**src/verilog/tmc_pkg.sv**
```systemverilog
package tmc_pkg;

  // ==================================================================
  // Register addresses on the special-function bus
  localparam logic [7:0] ADDR_TCTRL   = 8'h88;
  localparam logic [7:0] ADDR_TMODE   = 8'h89;
  localparam logic [7:0] ADDR_T0_LOW  = 8'h8a;
  localparam logic [7:0] ADDR_T1_LOW  = 8'h8b;
  localparam logic [7:0] ADDR_T0_HIGH = 8'h8c;
  localparam logic [7:0] ADDR_T1_HIGH = 8'h8d;
  localparam logic [7:0] ADDR_CLKSEL  = 8'h8e;

  // ==================================================================
  // Reset values
  localparam logic [7:0] RST_BYTE = 8'h00;

  // ==================================================================
  // Control register bit positions
  localparam int TC_T1_OVF = 7;
  localparam int TC_T1_RUN = 6;
  localparam int TC_T0_OVF = 5;
  localparam int TC_T0_RUN = 4;

  // Clock select register bit positions
  localparam int CS_T3_HIGH = 7;
  localparam int CS_T3_LOW  = 6;
  localparam int CS_T2_HIGH = 5;
  localparam int CS_T2_LOW  = 4;
  localparam int CS_T1_PICK = 3;
  localparam int CS_T0_PICK = 2;
  localparam int CS_DIV_HI  = 1;
  localparam int CS_DIV_LO  = 0;

  // ==================================================================
  // Operating modes and prescaler choices
  localparam logic [1:0] MODE_13BIT  = 2'h0;
  localparam logic [1:0] MODE_16BIT  = 2'h1;
  localparam logic [1:0] MODE_RELOAD = 2'h2;
  localparam logic [1:0] MODE_SPLIT  = 2'h3;

  localparam logic [1:0] DIV_SEL_12  = 2'h0;
  localparam logic [1:0] DIV_SEL_4   = 2'h1;
  localparam logic [1:0] DIV_SEL_48  = 2'h2;
  localparam logic [1:0] DIV_SEL_EXT = 2'h3;

  localparam int PRE_W = 6;
  localparam logic [PRE_W-1:0] DIV_12  = 6'h0c;
  localparam logic [PRE_W-1:0] DIV_4   = 6'h04;
  localparam logic [PRE_W-1:0] DIV_48  = 6'h30;
  localparam logic [PRE_W-1:0] DIV_EXT = 6'h08;

  localparam logic [4:0] LOW5_MAX = 5'h1f;
  localparam logic [7:0] BYTE_MAX = 8'hff;

  // ==================================================================
  // One nibble of the timer mode register
  typedef struct packed {
    logic       gate_enable;
    logic       count_mode;
    logic [1:0] mode;
  } tmc_mode_t;

  // Count state of one timer
  typedef struct packed {
    logic       ovf;
    logic [7:0] high;
    logic [7:0] low;
  } tmc_count_t;

endpackage

```
**src/verilog/tmc_timer01.sv**
```systemverilog
`timescale 1ns/1ps

module tmc_timer01 (
  // Clock and reset
  input  wire logic       clock_i,
  input  wire logic       rst_n_i,
  // Special-function register port
  input  wire logic [7:0] sfr_addr_i,
  input  wire logic       sfr_wr_i,
  input  wire logic       sfr_rd_i,
  input  wire logic [7:0] sfr_wdata_i,
  output logic      [7:0] sfr_rdata_o,
  // Pins from outside the clock domain
  input  wire logic       timer0_event_pin_i,
  input  wire logic       timer1_event_pin_i,
  input  wire logic       gate_input_0_i,
  input  wire logic       gate_input_1_i,
  input  wire logic       ext_clock_i,
  // Interrupt controller side
  input  wire logic       timer0_gate_enable_polarity_i,
  input  wire logic       gate1_polarity_i,
  input  wire logic       timer0_irq_enable_i,
  input  wire logic       timer1_irq_enable_i,
  input  wire logic       timer0_vector_ack_i,
  input  wire logic       timer1_vector_ack_i,
  output logic            timer0_irq_o,
  output logic            timer1_irq_o,
  // Overflow strobe for serial ports and converter trigger
  output logic            timer1_ovf_strobe_o,
  // Clock picks handed to timers 2 and 3
  output logic            timer3_high_clock_pick_o,
  output logic            timer3_low_clock_pick_o,
  output logic            timer2_high_clock_pick_o,
  output logic            timer2_low_clock_pick_o
);

  // ==================================================================
  // Registers
  logic [7:0] clksel_reg;
  logic [7:0] tctrl_reg;
  logic [7:0] tctrl_next;
  logic [7:0] tmode_reg;
  logic [7:0] t0_low_reg;
  logic [7:0] t0_low_next;
  logic [7:0] t0_high_reg;
  logic [7:0] t0_high_next;
  logic [7:0] t1_low_reg;
  logic [7:0] t1_low_next;
  logic [7:0] t1_high_reg;
  logic [7:0] t1_high_next;
  logic [7:0] rdata_next;
  logic [4:0] sync1_reg;
  logic [4:0] sync2_reg;
  logic [4:0] sync3_reg;
  logic [tmc_pkg::PRE_W-1:0] pre_cnt_reg;
  logic [tmc_pkg::PRE_W-1:0] pre_cnt_next;
  logic       ovf1_next;

  // ==================================================================
  // Synchronizers and edge detection
  // Third stage only keeps the previous level for edge detection
  // Reset low: a pin already high at release shows a rise, never a fall
  logic [4:0] pins_raw;
  assign pins_raw = {ext_clock_i, gate_input_1_i, gate_input_0_i,
                     timer1_event_pin_i, timer0_event_pin_i};

  always_ff @(posedge clock_i or negedge rst_n_i)
  begin
    if (!rst_n_i)
    begin
      sync1_reg <= 5'h00;
      sync2_reg <= 5'h00;
      sync3_reg <= 5'h00;
    end
    else
    begin
      sync1_reg <= pins_raw;
      sync2_reg <= sync1_reg;
      sync3_reg <= sync2_reg;
    end
  end

  wire ev0_fall = sync3_reg[0] & ~sync2_reg[0];
  wire ev1_fall = sync3_reg[1] & ~sync2_reg[1];
  wire timer0_gate_enable_lv = sync2_reg[2];
  wire gate1_lv = sync2_reg[3];
  wire ext_rise = sync2_reg[4] & ~sync3_reg[4];

  // ==================================================================
  // Prescaler, one tick per divided period
  wire [1:0] div_sel = clksel_reg[tmc_pkg::CS_DIV_HI:tmc_pkg::CS_DIV_LO];
  logic [tmc_pkg::PRE_W-1:0] div_val;
  assign div_val = (div_sel == tmc_pkg::DIV_SEL_12) ? tmc_pkg::DIV_12 :
                   (div_sel == tmc_pkg::DIV_SEL_4)  ? tmc_pkg::DIV_4  :
                   (div_sel == tmc_pkg::DIV_SEL_48) ? tmc_pkg::DIV_48 :
                                                      tmc_pkg::DIV_EXT;
  // External clock advances only on its synchronized rising edge
  wire pre_adv  = (div_sel != tmc_pkg::DIV_SEL_EXT) | ext_rise;
  // Count is kept across a select change, so the first period may be short
  wire pre_wrap = pre_adv & (pre_cnt_reg >= div_val - 6'h01);
  wire pre_tick = pre_wrap;
  assign pre_cnt_next = pre_wrap ? '0 :
                        pre_adv  ? pre_cnt_reg + 6'h01 : pre_cnt_reg;

  // ==================================================================
  // Timer clock and enable choices
  tmc_pkg::tmc_mode_t mode0;
  tmc_pkg::tmc_mode_t mode1;
  assign mode0 = tmc_pkg::tmc_mode_t'(tmode_reg[3:0]);
  assign mode1 = tmc_pkg::tmc_mode_t'(tmode_reg[7:4]);

  wire run0 = tctrl_reg[tmc_pkg::TC_T0_RUN];
  wire run1 = tctrl_reg[tmc_pkg::TC_T1_RUN];

  // Timer clocks, pick bit ignored while counting events
  wire clk0_tick = clksel_reg[tmc_pkg::CS_T0_PICK] | pre_tick;
  wire clk1_tick = clksel_reg[tmc_pkg::CS_T1_PICK] | pre_tick;
  wire tick0 = mode0.count_mode ? ev0_fall : clk0_tick;
  wire tick1 = mode1.count_mode ? ev1_fall : clk1_tick;

  wire timer0_gate_enable_ok = ~mode0.gate_enable | (timer0_gate_enable_lv == timer0_gate_enable_polarity_i);
  wire gate1_ok = ~mode1.gate_enable | (gate1_lv == gate1_polarity_i);
  wire en0 = run0 & timer0_gate_enable_ok;

  wire t0_split = (mode0.mode == tmc_pkg::MODE_SPLIT);
  // Mode 3 parks Timer1 whatever Timer0 is doing
  wire t1_halt  = (mode1.mode == tmc_pkg::MODE_SPLIT);
  // With Timer0 split, Timer1 runs from its mode alone and never counts edges
  wire t1_tick  = t0_split ? clk1_tick : tick1;
  wire en1      = ~t1_halt & (t0_split | (run1 & gate1_ok));

  // ==================================================================
  // Counting step shared by both timers in modes 0 to 2, and used by Timer0's low byte in mode 3
  function automatic tmc_pkg::tmc_count_t step(input logic [1:0] md,
                                               input logic [7:0] hi,
                                               input logic [7:0] lo);
    tmc_pkg::tmc_count_t r;
    logic [4:0] lo5;
    r   = '{ovf: 1'b0, high: hi, low: lo};
    lo5 = lo[4:0] + 5'h01;
    unique case (md)
      tmc_pkg::MODE_13BIT:
      begin
        r.low = {lo[7:5], lo5};
        if (lo[4:0] == tmc_pkg::LOW5_MAX)
        begin
          r.high = hi + 8'h01;
          r.ovf  = (hi == tmc_pkg::BYTE_MAX);
        end
      end
      tmc_pkg::MODE_16BIT:
      begin
        {r.high, r.low} = {hi, lo} + 16'h0001;
        r.ovf = ({hi, lo} == {tmc_pkg::BYTE_MAX, tmc_pkg::BYTE_MAX});
      end
      tmc_pkg::MODE_RELOAD:
      begin
        // High byte is the reload value and is left alone
        if (lo == tmc_pkg::BYTE_MAX)
        begin
          r.low = hi;
          r.ovf = 1'b1;
        end
        else
          r.low = lo + 8'h01;
      end
      tmc_pkg::MODE_SPLIT:
      begin
        r.low = lo + 8'h01;
        r.ovf = (lo == tmc_pkg::BYTE_MAX);
      end
    endcase
    return r;
  endfunction

  tmc_pkg::tmc_count_t t0_step;
  tmc_pkg::tmc_count_t t1_step;
  assign t0_step = step(mode0.mode, t0_high_reg, t0_low_reg);
  assign t1_step = step(mode1.mode, t1_high_reg, t1_low_reg);

  // Split-mode high byte: timer only, enabled by Timer1 run
  // It ignores the event pin and both gate inputs
  wire th0_adv = t0_split & run1 & clk0_tick;
  wire th0_ovf = th0_adv & (t0_high_reg == tmc_pkg::BYTE_MAX);

  wire t0_adv = en0 & tick0;
  wire t1_adv = en1 & t1_tick;
  wire ovf0   = t0_adv & t0_step.ovf;
  wire ovf1   = t1_adv & t1_step.ovf;

  // ==================================================================
  // Address decode shared by the write strobes and the read mux
  wire hit_ctrl = (sfr_addr_i == tmc_pkg::ADDR_TCTRL);
  wire hit_mode = (sfr_addr_i == tmc_pkg::ADDR_TMODE);
  wire hit_l0   = (sfr_addr_i == tmc_pkg::ADDR_T0_LOW);
  wire hit_h0   = (sfr_addr_i == tmc_pkg::ADDR_T0_HIGH);
  wire hit_l1   = (sfr_addr_i == tmc_pkg::ADDR_T1_LOW);
  wire hit_h1   = (sfr_addr_i == tmc_pkg::ADDR_T1_HIGH);
  wire hit_cs   = (sfr_addr_i == tmc_pkg::ADDR_CLKSEL);

  // ==================================================================
  // Register writes; software write wins over a count in the same cycle
  wire wr_ctrl = sfr_wr_i & hit_ctrl;
  wire wr_mode = sfr_wr_i & hit_mode;
  wire wr_l0   = sfr_wr_i & hit_l0;
  wire wr_h0   = sfr_wr_i & hit_h0;
  wire wr_l1   = sfr_wr_i & hit_l1;
  wire wr_h1   = sfr_wr_i & hit_h1;
  wire wr_cs   = sfr_wr_i & hit_cs;

  assign t0_low_next  = wr_l0  ? sfr_wdata_i :
                        t0_adv ? t0_step.low : t0_low_reg;
  assign t0_high_next = wr_h0   ? sfr_wdata_i :
                        t0_split ? (th0_adv ? t0_high_reg + 8'h01 : t0_high_reg) :
                        t0_adv  ? t0_step.high : t0_high_reg;
  assign t1_low_next  = wr_l1  ? sfr_wdata_i :
                        t1_adv ? t1_step.low : t1_low_reg;
  assign t1_high_next = wr_h1  ? sfr_wdata_i :
                        t1_adv ? t1_step.high : t1_high_reg;

  // Flag sources; Timer1's own overflow may not set its flag while split
  wire set_tf0 = ovf0;
  wire set_tf1 = t0_split ? th0_ovf : ovf1;
  // Low four control bits are plain storage here
  wire [7:0] ctrl_base = wr_ctrl ? sfr_wdata_i : tctrl_reg;

  always_comb
  begin
    tctrl_next = ctrl_base;
    if (timer0_vector_ack_i)
      tctrl_next[tmc_pkg::TC_T0_OVF] = 1'b0;
    if (timer1_vector_ack_i)
      tctrl_next[tmc_pkg::TC_T1_OVF] = 1'b0;
    // Set wins over any clear in the same cycle
    if (set_tf0)
      tctrl_next[tmc_pkg::TC_T0_OVF] = 1'b1;
    if (set_tf1)
      tctrl_next[tmc_pkg::TC_T1_OVF] = 1'b1;
  end

  // Strobe follows Timer1's own overflow in every mode
  // A reload value of all ones overflows and strobes on every tick
  assign ovf1_next = ovf1;

  // ==================================================================
  // Read decode; unmapped addresses read zero
  assign rdata_next =
    hit_ctrl ? tctrl_reg   :
    hit_mode ? tmode_reg   :
    hit_l0   ? t0_low_reg  :
    hit_h0   ? t0_high_reg :
    hit_l1   ? t1_low_reg  :
    hit_h1   ? t1_high_reg :
    hit_cs   ? clksel_reg  : 8'h00;

  // ==================================================================
  // State registers
  always_ff @(posedge clock_i or negedge rst_n_i)
  begin
    if (!rst_n_i)
    begin
      clksel_reg  <= tmc_pkg::RST_BYTE;
      tctrl_reg   <= tmc_pkg::RST_BYTE;
      tmode_reg   <= tmc_pkg::RST_BYTE;
      t0_low_reg  <= tmc_pkg::RST_BYTE;
      t0_high_reg <= tmc_pkg::RST_BYTE;
      t1_low_reg  <= tmc_pkg::RST_BYTE;
      t1_high_reg <= tmc_pkg::RST_BYTE;
      pre_cnt_reg <= '0;
    end
    else
    begin
      if (wr_cs)
        clksel_reg <= sfr_wdata_i;
      if (wr_mode)
        tmode_reg <= sfr_wdata_i;
      tctrl_reg   <= tctrl_next;
      t0_low_reg  <= t0_low_next;
      t0_high_reg <= t0_high_next;
      t1_low_reg  <= t1_low_next;
      t1_high_reg <= t1_high_next;
      pre_cnt_reg <= pre_cnt_next;
    end
  end

  // ==================================================================
  // Registered outputs
  always_ff @(posedge clock_i or negedge rst_n_i)
  begin
    if (!rst_n_i)
    begin
      sfr_rdata_o              <= 8'h00;
      timer0_irq_o             <= 1'b0;
      timer1_irq_o             <= 1'b0;
      timer1_ovf_strobe_o      <= 1'b0;
      timer3_high_clock_pick_o <= 1'b0;
      timer3_low_clock_pick_o  <= 1'b0;
      timer2_high_clock_pick_o <= 1'b0;
      timer2_low_clock_pick_o  <= 1'b0;
    end
    else
    begin
      if (sfr_rd_i)
        sfr_rdata_o <= rdata_next;
      // Request tracks the next flag value, so both rise on one edge
      timer0_irq_o <= tctrl_next[tmc_pkg::TC_T0_OVF] & timer0_irq_enable_i;
      timer1_irq_o <= tctrl_next[tmc_pkg::TC_T1_OVF] & timer1_irq_enable_i;
      timer1_ovf_strobe_o      <= ovf1_next;
      timer3_high_clock_pick_o <= clksel_reg[tmc_pkg::CS_T3_HIGH];
      timer3_low_clock_pick_o  <= clksel_reg[tmc_pkg::CS_T3_LOW];
      timer2_high_clock_pick_o <= clksel_reg[tmc_pkg::CS_T2_HIGH];
      timer2_low_clock_pick_o  <= clksel_reg[tmc_pkg::CS_T2_LOW];
    end
  end

endmodule // tmc_timer01

```
**config.mk**
```make
export PLATFORM = sky130hd
export DESIGN_NAME = tmc_timer01
export DESIGN_NICKNAME = d
export VERILOG_FILES = /design/src/verilog/tmc_pkg.sv /design/src/verilog/tmc_timer01.sv
export SDC_FILE = /design/constraint.sdc
export NUM_CORES = 1
export LEC_CHECK = 0
export ABC_AREA = 1
export BUFFER_PORTS_ARGS = -buffer_cell sky130_fd_sc_hd__buf_2
export CORE_ASPECT_RATIO = 1.75
export CORE_UTILIZATION = 55
export CTS_CLUSTER_SIZE = 16
export DETAILED_ROUTE_END_ITERATION = 8
export GPL_TIMING_DRIVEN = 0
export HOLD_SLACK_MARGIN = 0.12
export PLACE_DENSITY = 0.77
export SYNTH_ARGS = -nofsm -noshare
export SYNTH_HDL_FRONTEND = slang
export SYNTH_SLANG_ARGS = --single-unit
```
**constraint.sdc**
```tcl
create_clock -name clock_i -period 2.1 [get_ports clock_i]
set_input_delay 0.42 -clock clock_i [delete_from_list [all_inputs] [get_ports clock_i]]
set_output_delay 0.42 -clock clock_i [all_outputs]
set_load 0.02 [all_outputs]
```
# Yosys cells after proc, flatten, opt, wreduce, memory -nomap -nowiden
# Index checks and enable logic that the tools add are counted.
[classes]
addsub = 10
n_lt_le_gt_ge = 1
eq_ne = 31
mux = 43
n_bitwise = 35
reduce_logical = 14
[op_table]
columns = ["operator", "n"]
rows = [
  ["$mux 8", 20],
  ["$eq 8x8->1 const B", 11],
  ["$pmux 8 s4", 2],
  ["$add 16x1->16 const B", 2],
  ["$add 8x1->8 const B", 4],
  ["$eq 16x16->1 const B", 2],
  ["$pmux 8 s2", 2],
  ["$mux 6", 5],
  ["$and 1x1->1", 23],
  ["$mux 9", 2],
  ["$add 5x1->5 const B", 2],
  ["$eq 2x2->1 const B", 5],
  ["$eq 5x5->1 const B", 2],
  ["$mux 1", 10],
  ["$pmux 1 s4", 2],
  ["$reduce_bool 2->1", 4],
  ["$add 6x1->6 const B", 1],
  ["$eq 2x1->1 const B", 3],
  ["$ge 6x6->1", 1],
  ["$logic_not 2->1", 3],
  ["$ne 2x2->1 const B", 3],
  ["$not 1->1", 6],
  ["$or 1x1->1", 6],
  ["$reduce_bool 3->1", 2],
  ["other kinds (9)", 11],
]
[totals]
reg_bits = 92
inputBits = 31
output_inout_bits = 15
word_cells = 156

# Longest topological paths before layout
# Gate-level depths: netlist (run 1).
[logic_depth]
word_depth = 15
depth_mapped = 15
depth_no_buf = 15

# Worst setup path after synthesis (run 1)
# OpenSTA, ideal clock, no wires.
[synth_path]
kind = "reg2reg"
start = "register clksel_reg[1]"
end = "register t1_high_reg[5]"
setup_ns = 0.117
t_arrival_ns = 1.900
t_required_ns = 1.983
path_slack_ns = 0.083
path_stages_with_launch = 16
path_buffers = 0
period_less_slack_ns = 2.017
path_cell_list = "dfrtp_1 inv_1 or2_2 ha_1 nand2_1 inv_1 nand2_1 nand3_1 nand2_2 nand2_1 nand2_2 inv_2 nand2_2 nand2_4 nand3_1 nand2_1"
[synth_via]
elab_chain_cells = 13
elab_cells_between_ends = 17
cone_classes = "add/sub: 1; order compare: 1; eq/ne: 3; mux: 5; bitwise: 4; reduce/logical: 3"
[synth_lines]
columns = ["element", "line", "source"]
rows = [
  ["from (decl)", "tmc_timer01.sv:39", "logic [7:0] clksel_reg;"],
  ["from (signal assigned)", "tmc_timer01.sv:262", "clksel_reg <= tmc_pkg::RST_BYTE;"],
  ["from (signal assigned)", "tmc_timer01.sv:274", "clksel_reg <= sfr_wdata_i;"],
  ["$eq 2x2->1", "tmc_timer01.sv:95", "(div_sel == tmc_pkg::DIV_SEL_48) ? tmc_pkg::DIV_48 :"],
  ["$mux 6", "tmc_timer01.sv:95", ""],
  ["$mux 6", "tmc_timer01.sv:94", "(div_sel == tmc_pkg::DIV_SEL_4) ? tmc_pkg::DIV_4 :"],
  ["$mux 6", "tmc_timer01.sv:93", "assign div_val = (div_sel == tmc_pkg::DIV_SEL_12) ? tmc_pkg::DIV_12 :"],
  ["$sub 6x1->6", "tmc_timer01.sv:100", "wire pre_wrap = pre_adv & (pre_cnt_reg >= div_val - 6'h01);"],
  ["$ge 6x6->1", "tmc_timer01.sv:100", ""],
  ["$and 1x1->1 (*)", "tmc_timer01.sv:100", ""],
  ["$or 1x1->1 (*)", "tmc_timer01.sv:117", "wire clk1_tick = clksel_reg[tmc_pkg::CS_T1_PICK] | pre_tick;"],
  ["$mux 1", "tmc_timer01.sv:119", "wire tick1 = mode1.count_mode ? ev1_fall : clk1_tick;"],
  ["$mux 1 (*)", "tmc_timer01.sv:129", "wire t1_tick = t0_split ? clk1_tick : tick1;"],
  ["$and 1x1->1 (*)", "tmc_timer01.sv:187", "wire t1_adv = en1 & t1_tick;"],
  ["$reduce_bool 2->1 (no line) (*)", "n/a", ""],
  ["$reduce_and 3->1 (no line) (*)", "n/a", ""],
  ["to (signal assigned)", "tmc_timer01.sv:268", "t1_high_reg <= tmc_pkg::RST_BYTE;"],
  ["to (signal assigned)", "tmc_timer01.sv:281", "t1_high_reg <= t1_high_next;"],
  ["to (decl)", "tmc_timer01.sv:49", "logic [7:0] t1_high_reg;"],
]
# Every way passes the cells marked *; elsewhere a longest branch is shown, timed or not.
# A chain may end at the register's enable or synchronous reset.

# Worst setup path after layout (run 1)
[layout_path]
start = "register clksel_reg[0]"
end = "register t0_high_reg[2]"
[layout_via]
elab_chain_cells = 12
elab_cells_between_ends = 18
cone_classes = "add/sub: 1; order compare: 1; eq/ne: 4; mux: 4; bitwise: 5; reduce/logical: 3"
[layout_lines]
columns = ["element", "line", "source"]
rows = [
  ["$eq 2x2->1", "tmc_timer01.sv:95", ""],
  ["$mux 6", "tmc_timer01.sv:95", ""],
  ["$mux 6", "tmc_timer01.sv:94", ""],
  ["$mux 6", "tmc_timer01.sv:93", ""],
  ["$sub 6x1->6", "tmc_timer01.sv:100", ""],
  ["$ge 6x6->1", "tmc_timer01.sv:100", ""],
  ["$and 1x1->1 (*)", "tmc_timer01.sv:100", ""],
  ["$or 1x1->1 (*)", "tmc_timer01.sv:116", "wire clk0_tick = clksel_reg[tmc_pkg::CS_T0_PICK] | pre_tick;"],
  ["$mux 1", "tmc_timer01.sv:118", "wire tick0 = mode0.count_mode ? ev0_fall : clk0_tick;"],
  ["$and 1x1->1", "tmc_timer01.sv:186", "wire t0_adv = en0 & tick0;"],
  ["$reduce_bool 3->1 (no line)", "n/a", ""],
  ["$reduce_and 4->1 (no line) (*)", "n/a", ""],
  ["to (signal assigned)", "tmc_timer01.sv:266", "t0_high_reg <= tmc_pkg::RST_BYTE;"],
  ["to (signal assigned)", "tmc_timer01.sv:279", "t0_high_reg <= t0_high_next;"],
  ["to (decl)", "tmc_timer01.sv:45", "logic [7:0] t0_high_reg;"],
]
# Marks and branches as above.

==> results.py, run 1 <==
metrics = {
    "global_routing": {
        "grt-ovfl-total": 0,
        "track_usage_pct": 34.9,
        "grt_pass1_wl_um": 27900,
        "use_met2_pct": 61.8,
        "first_global_vias": 5536,
        "gr-usage-met3_pct": 5.23,
        "global_route.usage.met1_pct": 36.5,
        "grt_busiest_layer": "met2",
        "grt_max_degree": 56,
        "antenna_found_initial": 0,
    },
    "placed_design": {
        "dp_slack_ns": -0.350,
        "port_buffers": 44,
        "detailed_place_hpwl_um": 13400,
        "placed_cell_area_um2": 6160,
        "gp_congestion": 0.983,
    },
    "sta": {
        "rsz0062_at_grt": "yes",
        "finalSetupViolCount": 0,
        "finalCriticalPeriod_ns": 2.05,
        "skew_ns": 0.00933,
        "fmax_mhz": 487,
        "setup_ws_ns": 0.0469,
        "hold_viol": 0,
        "finalCritPeriodShare_pct": 97.8,
        "slew_viol_final": 0,
    },
    "worst_setup_path": {
        "crit_required_ns": 2.39,
        "startpoint_type": "flop",
        "worstPathArrival_ns": 2.34,
        "criticalPathCategory": "reg -> reg",
        "regToRegSetupSlack_ns": 0.05,
        "path_max_fanout": 8,
        "cp-end-kind": "flop",
    },
    "synth": {
        "yosys.area.top_type": "dfrtp_1",
        "syn_avg_cell_area_um2": 7.03,
        "synth.area.top_cells": "dfrtp_1 (39%), nand2_1 (16%), inv_1 (6.5%), nand3_1 (5.7%), o21ai_0 (4.7%)",
        "synthFlopType": "dfrtp_1",
        "synth_nets": 860,
        "yosysTopAreaCellShare_pct": 39.2,
        "syn_area_um2": 5750,
        "synth_edf_count": 0,
        "synthCells": 818,
        "synth-async-reset-ratio_pct": 100,
        "yosysWarnings": 0,
        "synth-seq-cells": 90,
        "yosys.cell_types.count": 39,
        "seq_area_frac_synth_pct": 39.2,
    },
    "finish": {
        "layout.nets": 925,
        "fin_area_um2": 6730,
        "syn2layout_area_growth_pct": 17.2,
        "nFillCells": 909,
        "antennaDiodeCount": 0,
        "drive_above_1_share_pct": 19.4,
    },
    "route": {
        "drt_wl_total_um": 17900,
        "vias": 5749,
        "drtAntennaViolNets": 0,
        "drt_iter0_drc": 447,
        "drc": 0,
        "first_pass_iters": 7,
        "wl_per_cell_um": 17.6,
        "vias_per_cell": 5.66,
    },
    "floorplanning": {
        "io_pins": 46,
        "die-area_um2": 10900,
        "start_util_pct": 56.1,
        "core_area_um2": 10200,
        "fp-row-count": 49,
        "die_w_um": 79.3,
        "dieHeight_um": 137,
    },
    "clock_tree": {
        "clkTransAtPathRegs_ns": 0.07,
        "cts_max_path_buffers": 2,
        "cts.sinks": 90,
        "clk-insertion-delay-late_ns": 0.35,
        "cts_tree": "done",
        "cts_buffers": 9,
        "htree_levels": 3,
        "cts_root_buffer": "clkbuf_16",
    },
    "run": {
        "cap_violations": 0,
    },
    "run_status": {
        "run_status": "completed",
    },
    "pwr": {
        "powerDensity_nw_per_um2": 773,
        "p_leak_nw": 3.49,
        "finalPower_w": 0.00521,
        "peakVddDrop_mv": 0.512,
    },
    "min_path": {
        "min_path_type": "in -> reg",
    },
}
## worst paths after layout
path,start,end,depth (start not counted)
max,clksel_reg[0],t0_high_reg[2],14
min,ext_clock_i,sync1_reg[4],1
max reg2reg,clksel_reg[0],t0_high_reg[2],14
min reg2reg,sync1_reg[1],sync2_reg[1],0
max in group asynchronous,rst_n_i,sfr_rdata_o[3],3
min in group asynchronous,rst_n_i,pre_cnt_reg[0],2
## power by group
group | switching [W] | leakage, nW | total, W | internal (W)
combinational | 0.000862 | 2.19 | 0.00138 | 0.000522
clock | 0.000782 | 0.140 | 0.00162 | 0.000840
sequential | 0.000257 | 1.16 | 0.00220 | 0.00194
## per-stage QoR
stage | std cells | utilization (%) | hold WS (ns) | TNS, ns
CTS | 1013 | 64.7 | 0.162 | 0
detailed placement | 990 | 60.1 | 0.336 | -9.02
finish | 1015 | 65.8 | 0.170 | 0
global placement | 989 | 59.8 | 0.332 | -22.77
global route | 1015 | 65.8 | 0.159 | -0.626
floorplan | 818 | - | 0.124 | 0
## worst max-delay path: stages (launching register included)
cell	delay, ns
dfrtp_2	0.41
or2_4	0.24
ha_4	0.29
nand2_2	0.05
inv_2	0.06
nand2_2	0.05
nand3_2	0.09
nand2_4	0.10
nand2_4	0.10
nand2_1	0.06
nand2_2	0.13
nand3_4	0.15
nand2_8	0.14
nand2_2	0.05
nand2_1	0.06
## synthesized netlist by cell type (2+ instances only)
cell type	n
nand2_4	4
nand2_2	16
nand3_1	65
nor2_1	66
nand3b_1	2
o21ai_1	12
nor2_8	2
a21oi_1	27
nor3_1	14
dfrtp_1	90
clkbuf_1	3
nor2_2	7
xor2_1	14
xnor2_1	3
nand2_1	250
clkbuf_2	2
clkinv_2	3
ha_1	11
or2_2	6
o21ai_0	54
nand3_2	3
nor2_4	3
inv_1	99
o211ai_1	11
inv_2	10
o2111ai_1	3
buf_2	9
nand4_1	18
## what timing repair did
action / CTS / global route
gates resized for setup: 28 / 26
hold endpoints to repair: 35 / 0
pin swaps: 8 / 15
buffers inserted: 5 / 3
setup endpoints to repair: 36 / 29
gates cloned: 1 / 0
hold buffers: 1 / 0
## per-layer routing
layer | vias to the layer above | routed length (um) | part of all wire (%)
met5 | - | 0 | 0
met1 | 2680 | 6330 | 35
met3 | 76 | 917 | 5.1
li1 | 2767 | - | -
met4 | 0 | 1310 | 7.3
met2 | 226 | 9300 | 52
## layout make-up
| cell class | count | area [um^2] | area share (%) |
|---|---|---|---|
| multi-input combinational | 602 | 3190 | 47.4 |
| clock inverter | 7 | 73.8 | 1.10 |
| buffer | 14 | 70.1 | 1.04 |
| clock buffer | 9 | 225 | 3.34 |
| sequential | 90 | 2260 | 33.5 |
| inverter | 112 | 432 | 6.41 |
| tap | 127 | 159 | 2.36 |
| timing repair buffer | 54 | 324 | 4.81 |
## placed cells by master (no fill, tap or decap), types with 6 or more instances in the layout
cell | netlist | final
inv_1 | 99 | 95
nor2_2 | 7 | 8
a21oi_1 | 27 | 26
nand2_2 | 16 | 24
nand4_1 | 18 | 18
o21ai_0 | 54 | 53
buf_4 | 1 | 9
o21ai_1 | 12 | 10
dfrtp_1 | 90 | 86
nand2_1 | 250 | 234
o211ai_1 | 11 | 11
nor3_1 | 14 | 14
nor2_1 | 66 | 65
xor2_1 | 14 | 14
buf_2 | 9 | 52
clkbuf_16 | 0 | 9
nand3_2 | 3 | 6
ha_1 | 11 | 10
nand2_4 | 4 | 8
nand3_1 | 65 | 62
inv_2 | 10 | 13
## cells by family after synthesis
logic type | Yosys count | synth area share (%)
AO/OA/AOI/OAI | 114 | 11.1
XOR/XNOR | 17 | 2.59
adder cells (fa/ha/maj) | 11 | 2.39
buffers and inverters | 127 | 8.66
flip-flops | 90 | 39.2
other | 1 | 0.0652
AND/OR/NAND/NOR | 458 | 36.0
Power figures use the tool's default switching activity.
==> inputs of run 2 (changes only) <==
--- a/config.mk
+++ b/config.mk
@@ -8,6 +8,7 @@
 export ABC_AREA = 1
 export BUFFER_PORTS_ARGS = -buffer_cell sky130_fd_sc_hd__buf_2
 export CORE_ASPECT_RATIO = 1.75
+export CORE_MARGIN = 4
 export CORE_UTILIZATION = 55
 export CTS_CLUSTER_SIZE = 16
 export DETAILED_ROUTE_END_ITERATION = 8
==> run 2 against run 1 <==
  * Cell count about the same
  * Clock skew fell by 0.0020 ns
  * Combinational power is 4% lower
  * Critical path type unchanged
  * Largest power group unchanged
==> results.py, run 2 (synthesis gave the netlist of run 1 again) <==
metrics = {
    "clock_tree": {
        "htree_levels": 3,
        "clkTransAtPathRegs_ns": 0.07,
        "cts_max_path_buffers": 2,
        "cts_buffers": 9,
        "cts_tree": "done",
        "cts.sinks": 90,
        "cts_root_buffer": "clkbuf_16",
        "clk-insertion-delay-late_ns": 0.35,
    },
    "placed_design": {
        "detailed_place_hpwl_um": 13700,
        "placed_cells": 990,
        "placed_cell_area_um2": 6160,
        "gp_congestion": 1.00,
        "port_buffers": 44,
    },
    "worst_setup_path": {
        "timing.rr.start": "clksel_reg[1]",
        "reg2reg_depth": 15,
        "reg2reg_to": "t0_high_reg[0]",
        "path_max_fanout": 8,
        "cp-end-kind": "flop",
        "cp_top_family": "simple AND/OR/NAND/NOR gates",
        "regToRegSetupSlack_ns": 0.02,
        "cp_slowest_cell": "dfrtp_2",
        "worstPathArrival_ns": 2.36,
        "startpoint_type": "flop",
        "criticalPathCategory": "reg -> reg",
        "path_cells": "inv_2, or2_4, ha_4, nand2_2, inv_2, nand2_1, nand3_2, nand2_4, nand3_4, nand2_4, nand2_4, nand3_4, nand2_8, nand2_2, nand2_2",
        "slowest_delay_ns": 0.38,
        "crit_buf_inv": 2,
        "crit_required_ns": 2.38,
    },
    "sta": {
        "fmax_mhz": 480,
        "slew_viol_final": 0,
        "rsz0062_at_grt": "yes",
        "finalCriticalPeriod_ns": 2.08,
        "skew_ns": 0.00738,
        "finalSetupViolCount": 0,
        "finalCritPeriodShare_pct": 99.1,
        "hold_viol": 0,
    },
    "finish": {
        "nFillCells": 918,
        "syn2layout_area_growth_pct": 17.1,
        "drive_above_1_share_pct": 18.9,
        "mostFrequentLayoutCells": "nand2_1 (237), inv_1 (96), dfrtp_1 (85)",
        "layout.nets": 924,
        "finalNonFillerCells": 1014,
        "fin_area_um2": 6730,
        "layout_commonest_cell": "nand2_1",
        "antennaDiodeCount": 0,
    },
    "route": {
        "drtAntennaViolNets": 0,
        "drc": 0,
        "first_pass_iters": 5,
        "vias_per_cell": 5.78,
        "drt_iter0_drc": 437,
        "drt_wl_total_um": 18600,
        "vias": 5859,
        "wl_per_cell_um": 18.3,
    },
    "global_routing": {
        "first_global_vias": 5789,
        "antenna_found_initial": 0,
        "grt_max_degree": 61,
        "grt-ovfl-total": 0,
        "track_usage_pct": 31.5,
        "grt_pass1_wl_um": 29400,
    },
    "pwr": {
        "p_switching_w": 0.00187,
        "powerDensity_nw_per_um2": 782,
        "p_int_w": 0.00339,
        "swShare_pct": 35.6,
        "power_frac_seq_pct": 41.7,
        "peakVddDrop_mv": 0.732,
        "clkPwrFrac_pct": 33.0,
        "p_leak_nw": 3.52,
        "pwr-share-comb_pct": 25.2,
    },
    "floorplanning": {
        "core_area_um2": 10200,
        "die-area_um2": 12200,
        "die_w_um": 85.3,
        "io_pins": 46,
        "dieHeight_um": 143,
        "start_util_pct": 56.1,
        "fp-row-count": 49,
    },
    "min_path": {
        "holdPathStages": 1,
        "min_path_type": "in -> reg",
        "hold_end": "sync1_reg[2]",
        "hp-start": "gate_input_0_i",
    },
    "run_status": {
        "run_status": "completed",
    },
    "run": {
        "cap_violations": 0,
    },
}
==> run 2: routing by layer <==
metal / GRT usage [%] / routed length, um / vias up
li1: - / - / 2758
met3: 5.89 / 1060 / 83
met4: 23.6 / 1490 / 0
met1: 32.5 / 6470 / 2761
met2: 55.6 / 9580 / 257
met5: 0 / 0 / -
==> run 2: cell type report <==
cell class                      count  area (um^2)  share of cell area [%]
Clock buffer                        9          225                    3.35
Timing Repair Buffer               52          309                    4.59
Tap cell                          127          159                    2.36
Inverter                          112          432                    6.42
Clock inverter                      7         95.1                    1.41
Sequential cell                    90         2260                    33.6
Buffer                             14         70.1                    1.04
Multi-Input combinational cell    603         3180                    47.3
==> run 2: worst max path at each step <==
stage	start	to	slack, ns	cells past startpoint
global route	clksel_reg[1]	t0_high_reg[0]	-0.06	15
CTS	clksel_reg[1]	t0_high_reg[0]	0.006	15
finish	clksel_reg[1]	t0_high_reg[0]	0.02	15
global placement	clksel_reg[1]	t1_high_reg[5]	-0.26	13
floorplan	clksel_reg[1]	t1_high_reg[5]	0.08	15
detailed placement	clksel_reg[1]	t1_high_reg[2]	-0.31	15
==> run 2: what timing repair did <==
| action | 4_1_cts | 5_1_grt |
|---|---|---|
| gates resized for setup | 22 | 27 |
| setup buffers | 5 | 1 |
| cloned | 1 | 1 |
| hold buffers | 1 | 0 |
| pin swaps | 14 | 5 |
| hold endpoints to repair | 30 | 0 |
| endpoints found under the setup margin | 36 | 30 |
==> run 2: power groups by stage <==
stage               Combinational [W]  Sequential, W  Clock [W]
global route                  0.00148        0.00222    0.00184
finish                        0.00133        0.00220    0.00174
global placement              0.00109        0.00220          0
floorplan                    0.000813        0.00215          0
CTS                           0.00125        0.00218    0.00176
detailed placement            0.00114        0.00221          0
==> run 2: stage by stage <==
step	worst slack (ns)	total power [W]	setup TNS, ns	hold slack [ns]	util (%)
after floorplan	0.0830	0.00296	0	0.124	-
after global placement	-0.256	0.00328	-21.58	0.333	59.8
after detailed placement	-0.313	0.00335	-7.95	0.335	60.1
after CTS	0.00551	0.00518	0	0.166	64.6
after global routing	-0.0631	0.00555	-0.651	0.161	65.7
final	0.0180	0.00526	0	0.174	65.7
==> inputs of run 3 (changes only) <==
--- a/config.mk
+++ b/config.mk
@@ -7,7 +7,6 @@
 export LEC_CHECK = 0
 export ABC_AREA = 1
 export BUFFER_PORTS_ARGS = -buffer_cell sky130_fd_sc_hd__buf_2
-export CORE_ASPECT_RATIO = 1.75
 export CORE_MARGIN = 4
 export CORE_UTILIZATION = 55
 export CTS_CLUSTER_SIZE = 16
==> constraint.sdc (replaced) <==
create_clock -name clock_i -period 2.1 [get_ports clock_i]
set_input_delay 0.105 -clock clock_i [delete_from_list [all_inputs] [get_ports clock_i]]
set_output_delay 0.105 -clock clock_i [all_outputs]
set_load 0.02 [all_outputs]
==> run 3 against run 2 <==
  * Critical path depth is the same
  * Sequential power hardly changed
  * Core utilization is 1.1 points higher
  * Cell count grew 3.2%
  * Maximum frequency up 2.9%
  * Register-to-register slack improved by 0.06 ns
  * First-iteration DRC count increased by 27%
  * Combinational power barely moved
  * Largest power group unchanged
==> results.py, run 3 (synthesis gave the netlist of run 1 again) <==
metrics = {
    "placed_design": {
        "placed_cell_area_um2": 6170,
        "detailed_place_hpwl_um": 12200,
        "port_buffers": 44,
        "gp_congestion": 1.00,
        "placed_cells": 999,
    },
    "route": {
        "drtAntennaViolNets": 0,
        "vias": 5904,
        "drt_wl_total_um": 17300,
        "vias_per_cell": 5.64,
        "drc": 0,
        "first_pass_iters": 5,
        "drt_iter0_drc": 553,
        "wl_per_cell_um": 16.6,
    },
    "clock_tree": {
        "cts_root_buffer": "clkbuf_8",
        "cts_buffers": 9,
        "clk-insertion-delay-late_ns": 0.37,
        "cts_max_path_buffers": 2,
        "cts.sinks": 90,
        "htree_levels": 3,
        "clkTransAtPathRegs_ns": 0.10,
        "cts_tree": "done",
    },
    "finish": {
        "multi_input_area_um2": 3200,
        "antennaDiodeCount": 0,
        "layout_commonest_cell": "nand2_1",
        "finalNonFillerCells": 1046,
        "fin_area_um2": 6840,
        "syn2layout_area_growth_pct": 19.0,
        "drive_above_1_share_pct": 19.3,
        "layout.nets": 947,
        "mostFrequentLayoutCells": "nand2_1 (240), inv_1 (96), dfrtp_1 (86)",
        "seq_area_um2": 2260,
        "nFillCells": 886,
    },
    "sta": {
        "hold_viol": 0,
        "rsz0062_at_grt": "yes",
        "finalCritPeriodShare_pct": 96.3,
        "finalCriticalPeriod_ns": 2.02,
        "fmax_mhz": 494,
        "skew_ns": 0.0124,
        "finalSetupViolCount": 0,
        "slew_headroom_pct": 65.5,
        "tightestPinTransition_ns": 0.517,
        "slew_viol_final": 0,
    },
    "worst_setup_path": {
        "startpoint_type": "flop",
        "timing.rr.start": "clksel_reg[1]",
        "crit_required_ns": 2.41,
        "cp-end-kind": "flop",
        "reg2reg_to": "t1_high_reg[4]",
        "worstPathArrival_ns": 2.34,
        "regToRegSetupSlack_ns": 0.08,
        "path_max_fanout": 5,
        "criticalPathCategory": "reg -> reg",
        "reg2reg_depth": 15,
    },
    "floorplanning": {
        "core_area_um2": 10200,
        "dieHeight_um": 110,
        "io_pins": 46,
        "start_util_pct": 56.2,
        "die_w_um": 110,
        "die-area_um2": 12200,
        "fp-row-count": 37,
    },
    "run_status": {
        "run_status": "completed",
    },
    "global_routing": {
        "antenna_found_initial": 0,
        "grt_max_degree": 63,
        "grt-ovfl-total": 0,
        "grt_pass1_wl_um": 27300,
        "track_usage_pct": 29.3,
        "first_global_vias": 5507,
    },
    "pwr": {
        "p_int_w": 0.00293,
        "swShare_pct": 37.4,
        "powerDensity_nw_per_um2": 685,
        "p_switching_w": 0.00175,
        "power_frac_seq_pct": 46.5,
        "clkPwrFrac_pct": 24.9,
        "p_leak_nw": 3.55,
        "pwr-share-comb_pct": 28.5,
        "peakVddDrop_mv": 0.468,
    },
    "min_path": {
        "min_path_type": "in -> async",
    },
    "run": {
        "cap_violations": 0,
    },
}
run 3: changes by cell type in the layout (fill, tap and decap cells not counted), moves of 2 or more:
cell	change
nand3_2	+6
nand3_1	-5
clkbuf_8	+10
buf_4	+4
nand2_1	+3
o21ai_2	-2
clkbuf_16	-9
nand2_4	-2
dlygate4sd3_1	+17
run 3: metrics by stage:
step / worst slack (ns) / total power, W / hold slack [ns] / util, % / setup TNS, ns
final: 0.0768 / 0.00469 / 0.212 / 66.8 / 0
after global routing: -0.0630 / 0.00496 / 0.235 / 66.8 / -1.02
after CTS: 0.0126 / 0.00461 / 0.222 / 65.0 / 0
after detailed placement: -0.365 / 0.00333 / 0.0791 / 60.3 / -9.16
after global placement: -0.314 / 0.00326 / 0.214 / 60.0 / -7.24
after floorplan: 0.0830 / 0.00296 / -0.191 / - / 0
run 3: final cells by class:
| cell class | count | area share (%) |
|---|---|---|
| multi-input combinational | 604 | 46.8 |
| clock inverter | 6 | 0.732 |
| tap | 136 | 2.49 |
| inverter | 112 | 6.31 |
| buffer | 14 | 1.02 |
| timing repair buffer | 74 | 7.61 |
| clock buffer | 10 | 2.01 |
| sequential | 90 | 33.0 |
run 3: worst max-delay path: stages (launching register included):
cell	delay [ns]
dfrtp_2	0.39
inv_2	0.04
or2_4	0.25
ha_4	0.27
nand2_2	0.04
inv_2	0.04
nand2_1	0.04
nand3_1	0.09
nand2_2	0.11
nand2_2	0.11
nand2_4	0.11
inv_8	0.12
nand2_8	0.08
nand2_4	0.12
nand3_2	0.06
nand2_1	0.07
run 3: timing repair:
item,CTS,global route
hold buffers,18,0
gates resized for setup,21,28
setup endpoints to repair,36,29
cloned,1,2
hold endpoints to repair,111,0
setup buffers,3,8
pin swaps,6,16
run 3: worst max-delay path by stage:
stage	end	start
2_1_floorplan	t1_high_reg[5]	clksel_reg[1]
3_3_place_gp	t1_high_reg[5]	clksel_reg[1]
3_5_place_dp	t1_high_reg[5]	clksel_reg[1]
4_1_cts	t1_high_reg[4]	clksel_reg[0]
5_1_grt	t0_high_reg[6]	clksel_reg[1]
6_report	t1_high_reg[4]	clksel_reg[1]
run 3: power by group through the flow:
stage | clock network [W] | registers (W) | logic [W]
floorplan | 0 | 0.00215 | 0.000813
global placement | 0 | 0.00220 | 0.00106
detailed placement | 0 | 0.00221 | 0.00113
CTS | 0.00118 | 0.00217 | 0.00125
global route | 0.00125 | 0.00221 | 0.00150
finish | 0.00117 | 0.00218 | 0.00134
run 3: metal layers:
layer	wire length, um	GRT usage, %	vias up
met1	6870	38.2	2777
li1	-	-	2811
met4	680	12.5	0
met5	0	0	-
met3	1310	5.13	58
met2	8490	48.3	258
